**src/shared/dbalc_pkg.sv**
```systemverilog
package dbalc_pkg;
  localparam int NUM_PIPES       = 4;
  localparam int PLANES_PER_PIPE = 4;
  localparam int NUM_PLANES      = NUM_PIPES * PLANES_PER_PIPE;
  localparam int BLK_W           = 11;
  localparam int LINES_PER_BLOCK = 8;
  localparam logic [BLK_W-1:0] SLICE1_FIRST = 11'h000;
  localparam logic [BLK_W-1:0] SLICE1_LAST  = 11'h3FF;
  localparam logic [BLK_W-1:0] SLICE2_FIRST = 11'h400;
  localparam logic [BLK_W-1:0] SLICE2_LAST  = 11'h7FF;
  localparam int PIPE_A = 0;
  localparam int PIPE_B = 1;
  localparam int PIPE_C = 2;
  localparam int PIPE_D = 3;
  localparam logic [3:0] ADDR_CTRL   = 4'h0;
  localparam logic [3:0] ADDR_STATUS = 4'h1;
  localparam logic [3:0] ADDR_SEL    = 4'h2;
  localparam logic [3:0] ADDR_RANGE  = 4'h3;
  localparam logic [3:0] ADDR_ENABLE = 4'h4;
  localparam logic [3:0] ADDR_PSLICE = 4'h5;
  localparam int CTRL_S2_POS   = 0;
  localparam int STAT_OVL_POS  = 0;
  localparam int STAT_SLC_POS  = 1;
  localparam int STAT_S2_POS   = 2;
  localparam int STAT_BUSY_POS = 3;
  localparam logic [31:0] CTRL_RESET = 32'h0000_0000;

  typedef struct packed {
    logic [BLK_W-1:0] last;
    logic [BLK_W-1:0] first;
  } dbalc_range_type;

  typedef enum logic [1:0] {
    DBALC_IDLE = 2'b00,
    DBALC_SCAN = 2'b01,
    DBALC_DONE = 2'b11
  } dbalc_state_type;
endpackage

```
**src/hdl/dbalc_allocator.sv**
```systemverilog
// The plain strobed port and the address map were chosen for this implementation.
`timescale 1ns/1ps
// Overview of operation
// - each plane owns one contiguous range, first and last block registers.
// - slice one spans blocks 0..1023, slice two 1024..2047.
// - one block holds eight cache lines of plane data.
// - a plane allowed both slices may straddle the slice boundary.
module dbalc_allocator #(
  parameter int NUM_PLANES = dbalc_pkg::NUM_PLANES
) (
  input  wire logic        clk,
  input  wire logic        reset_n,
  input  wire logic [3:0]  addr,
  input  wire logic [31:0] wdata,
  input  wire logic        wr,
  input  wire logic        rd,
  output logic [31:0]      rdata,
  output logic [NUM_PLANES*2*dbalc_pkg::BLK_W-1:0] plane_ranges,
  output logic [NUM_PLANES-1:0] plane_enables,
  output logic             first_buffer_slice,
  output logic             second_buffer_slice,
  output logic             alloc_error
);
  localparam int W = dbalc_pkg::BLK_W;
  localparam int IW = $clog2(NUM_PLANES);

  initial begin
    if (NUM_PLANES < 2 || NUM_PLANES > 32) begin
      $error("NUM_PLANES out of range");
    end
  end

  dbalc_pkg::dbalc_range_type range_q [NUM_PLANES];
  logic [NUM_PLANES-1:0]      en_q;
  logic [NUM_PLANES-1:0]      pslice_q;
  logic [31:0]                ctrl_q;
  logic [IW-1:0]              sel_q;
  dbalc_pkg::dbalc_state_type state;
  logic [IW-1:0]              i_q;
  logic [IW-1:0]              j_q;
  logic                       ovl_q;
  logic                       slc_q;
  logic                       ovl_sticky;
  logic                       slc_sticky;
  logic                       recheck;

  function automatic logic in_slice2(input dbalc_pkg::dbalc_range_type r);
    in_slice2 = (r.last >= dbalc_pkg::SLICE2_FIRST);
  endfunction

  function automatic logic in_slice1(input dbalc_pkg::dbalc_range_type r);
    in_slice1 = (r.first <= dbalc_pkg::SLICE1_LAST);
  endfunction

  // register writes; any enable change schedules a new check
  always_ff @(posedge clk or negedge reset_n) begin
    if (!reset_n) begin
      ctrl_q   <= dbalc_pkg::CTRL_RESET;
      sel_q    <= '0;
      en_q     <= '0;
      pslice_q <= '0;
      recheck  <= 1'b0;
      for (int k = 0; k < NUM_PLANES; k++) begin
        range_q[k] <= '0;
      end
    end else begin
      recheck <= 1'b0;
      if (wr) begin
        case (addr)
          dbalc_pkg::ADDR_CTRL: begin
            ctrl_q  <= wdata;
            recheck <= 1'b1;
          end
          dbalc_pkg::ADDR_SEL: begin
            sel_q <= wdata[IW-1:0];
          end
          dbalc_pkg::ADDR_RANGE: begin
            range_q[sel_q] <= {wdata[16+W-1:16], wdata[W-1:0]};
            recheck <= 1'b1;
          end
          dbalc_pkg::ADDR_ENABLE: begin
            en_q    <= wdata[NUM_PLANES-1:0];
            recheck <= 1'b1;
          end
          dbalc_pkg::ADDR_PSLICE: begin
            pslice_q <= wdata[NUM_PLANES-1:0];
            recheck  <= 1'b1;
          end
          default: begin
          end
        endcase
      end
    end
  end

  // pairwise scan over enabled planes
  always_ff @(posedge clk or negedge reset_n) begin
    if (!reset_n) begin
      state <= dbalc_pkg::DBALC_IDLE;
      i_q   <= '0;
      j_q   <= '0;
      ovl_q <= 1'b0;
      slc_q <= 1'b0;
      ovl_sticky <= 1'b0;
      slc_sticky <= 1'b0;
    end else begin
      case (state)
        dbalc_pkg::DBALC_IDLE: begin
          if (recheck) begin
            state <= dbalc_pkg::DBALC_SCAN;
            i_q   <= '0;
            j_q   <= IW'(1);
            ovl_q <= 1'b0;
            slc_q <= 1'b0;
          end
        end
        dbalc_pkg::DBALC_SCAN: begin
          // a change during the scan restarts it so it is never missed
          if (recheck) begin
            i_q   <= '0;
            j_q   <= IW'(1);
            ovl_q <= 1'b0;
            slc_q <= 1'b0;
          end else begin
            if (en_q[i_q] && en_q[j_q] &&
                range_q[i_q].first <= range_q[j_q].last &&
                range_q[j_q].first <= range_q[i_q].last) begin
              ovl_q <= 1'b1;
            end
            if ((en_q[i_q] && in_slice2(range_q[i_q]) ||
                 en_q[j_q] && in_slice2(range_q[j_q])) &&
                !ctrl_q[dbalc_pkg::CTRL_S2_POS]) begin
              slc_q <= 1'b1;
            end
            if (en_q[i_q] && !pslice_q[i_q] && in_slice1(range_q[i_q]) &&
                in_slice2(range_q[i_q])) begin
              slc_q <= 1'b1;
            end
            if (en_q[j_q] && !pslice_q[j_q] && in_slice1(range_q[j_q]) &&
                in_slice2(range_q[j_q])) begin
              slc_q <= 1'b1;
            end
            if (j_q == IW'(NUM_PLANES-1)) begin
              if (i_q == IW'(NUM_PLANES-2)) begin
                state <= dbalc_pkg::DBALC_DONE;
              end else begin
                i_q <= i_q + IW'(1);
                j_q <= i_q + IW'(2);
              end
            end else begin
              j_q <= j_q + IW'(1);
            end
          end
        end
        dbalc_pkg::DBALC_DONE: begin
          ovl_sticky <= ovl_q;
          slc_sticky <= slc_q;
          state <= recheck ? dbalc_pkg::DBALC_SCAN
                           : dbalc_pkg::DBALC_IDLE;
          i_q   <= '0;
          j_q   <= IW'(1);
          ovl_q <= 1'b0;
          slc_q <= 1'b0;
        end
        default: begin
          state <= dbalc_pkg::DBALC_IDLE;
        end
      endcase
    end
  end

  // outputs to fetch engines and slice power
  always_ff @(posedge clk or negedge reset_n) begin
    if (!reset_n) begin
      plane_ranges        <= '0;
      plane_enables       <= '0;
      first_buffer_slice  <= 1'b0;
      second_buffer_slice <= 1'b0;
      alloc_error         <= 1'b0;
    end else begin
      for (int k = 0; k < NUM_PLANES; k++) begin
        plane_ranges[k*2*W +: 2*W] <= range_q[k];
      end
      plane_enables       <= en_q;
      first_buffer_slice  <= 1'b1;
      second_buffer_slice <= ctrl_q[dbalc_pkg::CTRL_S2_POS];
      alloc_error         <= ovl_sticky | slc_sticky;
    end
  end

  // read port, data one cycle after strobe
  always_ff @(posedge clk or negedge reset_n) begin
    if (!reset_n) begin
      rdata <= '0;
    end else begin
      rdata <= '0;
      if (rd) begin
        case (addr)
          dbalc_pkg::ADDR_CTRL:   rdata <= ctrl_q;
          dbalc_pkg::ADDR_STATUS: begin
            rdata[dbalc_pkg::STAT_OVL_POS]  <= ovl_sticky;
            rdata[dbalc_pkg::STAT_SLC_POS]  <= slc_sticky;
            rdata[dbalc_pkg::STAT_S2_POS]   <= second_buffer_slice;
            rdata[dbalc_pkg::STAT_BUSY_POS] <=
              (state != dbalc_pkg::DBALC_IDLE);
          end
          dbalc_pkg::ADDR_SEL:    rdata[IW-1:0] <= sel_q;
          dbalc_pkg::ADDR_RANGE: begin
            rdata[W-1:0]     <= range_q[sel_q].first;
            rdata[16+W-1:16] <= range_q[sel_q].last;
          end
          dbalc_pkg::ADDR_ENABLE: rdata[NUM_PLANES-1:0] <= en_q;
          dbalc_pkg::ADDR_PSLICE: rdata[NUM_PLANES-1:0] <= pslice_q;
          default: rdata <= '0;
        endcase
      end
    end
  end
endmodule

```
**config.mk**
```make
export PLATFORM = sky130hd
export DESIGN_NAME = dbalc_allocator
export DESIGN_NICKNAME = d
export VERILOG_FILES = /design/src/shared/dbalc_pkg.sv /design/src/hdl/dbalc_allocator.sv
export SDC_FILE = /design/constraint.sdc
export NUM_CORES = 1
export LEC_CHECK = 0
export BUFFER_PORTS_ARGS = -buffer_cell sky130_fd_sc_hd__buf_4
export CORE_ASPECT_RATIO = 0.7
export CORE_MARGIN = 2
export CORE_UTILIZATION = 40
export CTS_CLUSTER_DIAMETER = 100
export DETAILED_ROUTE_END_ITERATION = 7
export PLACE_DENSITY = 0.67
export SYNTH_ARGS = -nofsm -noshare
export SYNTH_HDL_FRONTEND = slang
export SYNTH_SLANG_ARGS = --single-unit
```
**constraint.sdc**
```tcl
create_clock -name clk -period 8.86 [get_ports clk]
set_input_delay 0.886 -clock clk [delete_from_list [all_inputs] [get_ports clk]]
set_output_delay 0.886 -clock clk [all_outputs]
set_load 0.02 [all_outputs]
```
==> metrics.txt <==
post-synthesis sequential area ratio=between 50 and 60%; RSZ-0062 raised after global routing=no; Max VDD drop=~0.23 mV; # port buffers=~440; # IOs=between 400 and 500; number of flops mapped to enable cells by yosys=0; drt drc=0; clock buffer depth=3; Post-Synthesis Cell Area=around 0.036 sq mm; Finished Cell Area=roughly 0.044 sq mm; fraction of registers with async set/reset=100%; vias after detailed routing=around 23000; largest net degree at the start of global routing=roughly 190; worst-margin pin slew=between 1 and 1.5 ns; Crit Path Category=register to register; status=finished clean; Fin. Hold Viols=0; Setup crit end=ovl_q; # hold bufs at CTS=0; maxcap violations=0; Clock transition at path regs=0.07 ns; root buffer cell=clkbuf_16; Crit. End Element=register; Final setup viols=0; Distinct cells, synth=52; initial core utilization=a little over 40%; global route overflow=0; PwrDens=between 200 and 300 mW/mm^2; area grow syn2layout=20.6%; Worst EP arrival=roughly 5.3 ns; Reg2Reg Setup Slack=slightly above 4 ns; Slew Viols, Final=0; Rel. slew slack=between 15 and 20%; Routed WL per cell=~31 um; post-route ant nets=0; startpoint types=register; # fillers=~7600; Leakage=between 20 and 25 nW; drt pass-1 iters=5; worst setup path startpoint=j_q[1]; Worst Reg-to-Reg Cells=14; TritonCTS clock tree=built; Setup Total Neg Slack=0 ns; first-pass GRT wire length=between 150000 and 200000 um; 1st-iter DRT viols=around 2800; Num CTS Buffers=84; Core Region=between 0.09 and 0.1 sq mm; Vias/cell=between 6 and 7; YS warnings=0; clk sinks=~840; placed inst area=0.0409 sq mm; worst-path maximum fanout=37; DP HPWL=between 80000 and 90000 um; fin crit share=a little over half; antenna violations before repair=4; Max Fclk=about 210 MHz; routability cong.=about 0.9; syn avg cell area=between 15 and 20 sq um; H-tree depth=3; synthesis-stage register bit count=around 840; Pwr Total=around 0.012 W; Post-CTS Resized=0; ys flop type=dfrtp_1; die span in x=~360 um; reg2reg start=j_q[1]; Die Footprint=roughly 0.093 sq mm; Detailed Route WL=approximately 120000 um; nets=2646; Multi-input gate area=approximately 0.015 sq mm; worst r2r dst=ovl_q; Clock Latency Late Sink=between 0.6 and 0.7 ns; min-delay worst type=primary input to asynchronous set/reset pin; Setup Skew=0.0399 ns; Synth Net Count=2262; Post-CTS Setup Bufs=0; Cell Rows=92; minimum clock period after layout=4.77 ns; vias in the first global route=24326; Synth Instances=roughly 2200; Sequential Area=0.0210 sq mm; share of layout cells above drive strength 1=between 30% and 40%; Global Route Usage Sum=25.9%; Die Ht=256 um; Critical Path RT=9.43 ns
cell type report:
cell class,instances,share of cell area (%)
flip-flops and latches,838,47.9
multi-input cells,1156,33.3
repair buffers,484,8.42
clock buffers,106,5.38
well taps,1222,3.49
clock inverters,44,1.34
inverters,16,0.137
diodes,2,0.0114
critical path, cell delays in order (launching register included):
cell	delay [ns]
dfrtp_4	0.64
buf_4	0.69
and2_2	0.45
buf_4	0.51
a221oi_1	0.19
o21a_1	0.23
a221oi_1	0.45
ha_1	0.34
nor2b_1	0.14
o21a_1	0.16
o21a_1	0.16
o21ai_0	0.20
a221o_1	0.18
a21oi_1	0.07
o31ai_1	0.23
per-stage QoR:
stage | worst slack [ns] | cells | hold WS, ns | util [%]
after detailed placement | 4.24 | 3716 | 0.424 | 45.4
after global routing | 3.81 | 3866 | 0.352 | 48.7
after floorplan | 5.20 | 2196 | 0.386 | -
final | 4.09 | 3868 | 0.290 | 48.7
after global placement | 4.23 | 3716 | 0.417 | 45.4
after CTS | 4.21 | 3866 | 0.316 | 48.7
registers in the layout, summed over array words and instances, names as in the netlist:
| register | cells |
|---|---|
| recheck | 1 |
| second_buffer_slice | 1 |
| first_buffer_slice | 1 |
| rdata | 32 |
| i_q | 4 |
| ctrl_q | 32 |
| plane_ranges | 352 |
| j_q | 4 |
| range_q | 352 |
| slc_q | 1 |
| pslice_q | 16 |
| alloc_error | 1 |
| plane_enables | 16 |
| ovl_q | 1 |
| sel_q | 4 |
| slc_sticky | 1 |
| en_q | 16 |
| state | 2 |
| ovl_sticky | 1 |
Yosys cell counts, types with 2 or more instances:
master / count / share of area (%)
and2_1: 12 / 0.21
and3b_1: 3 / 0.072
buf_4: 8 / 0.17
mux2_2: 45 / 1.4
a221oi_1: 66 / 1.6
or4_1: 2 / 0.041
and3_1: 3 / 0.052
a222oi_1: 3 / 0.083
nor2b_1: 7 / 0.12
o21ai_1: 10 / 0.14
xnor2_1: 3 / 0.072
nand4_1: 7 / 0.12
buf_1: 16 / 0.17
nor2_1: 26 / 0.27
nand2_1: 51 / 0.53
nor3b_1: 2 / 0.041
mux4_1: 2 / 0.14
a21oi_1: 29 / 0.40
clkbuf_1: 95 / 0.98
buf_6: 2 / 0.062
mux2i_1: 92 / 2.5
o31ai_1: 4 / 0.083
mux4_2: 279 / 17
buf_2: 65 / 0.90
dfrtp_1: 838 / 58
a22oi_1: 18 / 0.37
ha_1: 26 / 0.90
nand2b_1: 4 / 0.069
a32o_1: 11 / 0.30
a21o_1: 6 / 0.12
inv_1: 16 / 0.17
mux2_1: 383 / 12
nor3_1: 5 / 0.069
o21a_1: 12 / 0.25
nand3_1: 10 / 0.14
o21ai_0: 19 / 0.26
report_power, final:
| group | leakage [nW] | internal, W | switching (W) |
|---|---|---|---|
| Combinational | 8.34 | 0.00150 | 0.00168 |
| Sequential | 11.4 | 0.00421 | 0.000646 |
| Clock | 1.45 | 0.00224 | 0.00156 |
| Total | 21.2 | 0.00795 | 0.00389 |
how the worst min path moves through the flow:
stage                                to  slack, ns  depth (start not counted)         start
finish                        rdata[30]       0.29                          1       reset_n
global route                  rdata[30]       0.35                          1       reset_n
CTS                           rdata[30]       0.32                          1       reset_n
detailed placement     plane_ranges[35]       0.42                          0  range_q[321]
global placement       plane_ranges[56]       0.42                          0  range_q[298]
floorplan           second_buffer_slice       0.39                          0     ctrl_q[0]
layer usage:
| metal | up-vias | track usage [%] | routed length [um] |
|---|---|---|---|
| li1 | 9199 | - | - |
| met1 | 12653 | 37.0 | 50800 |
| met2 | 1236 | 38.2 | 54200 |
| met3 | 224 | 7.24 | 11200 |
| met4 | 4 | 8.49 | 3910 |
| met5 | - | 0 | 31 |
cells by family after synthesis:
family,count (synthesis),synth area share [%]
mux,801,33.2
compound gates,186,3.78
other cells,1,0.0103
simple gates,138,1.86
fa+ha+maj,27,0.923
xor+xnor,3,0.0723
buf+inv,202,2.43
flops,838,57.7
cell usage in the layout, fill, tap and decap left out, drive strengths merged, types with 10 or more instances in the layout:
cell	Yosys	routed
ha	26	26
buf	91	484
clkbuf	95	106
a22oi	18	18
nand2	51	51
bufinv	0	12
and2	13	13
o21a	12	12
nand3	10	10
a21oi	29	29
mux4	281	281
dfrtp	838	838
a221oi	66	66
o21ai	29	29
inv	16	21
mux2i	92	92
mux2	428	428
a32o	11	11
nor2	26	26
clkinv	0	21
No activity file was read; power rests on OpenSTA's default activity.
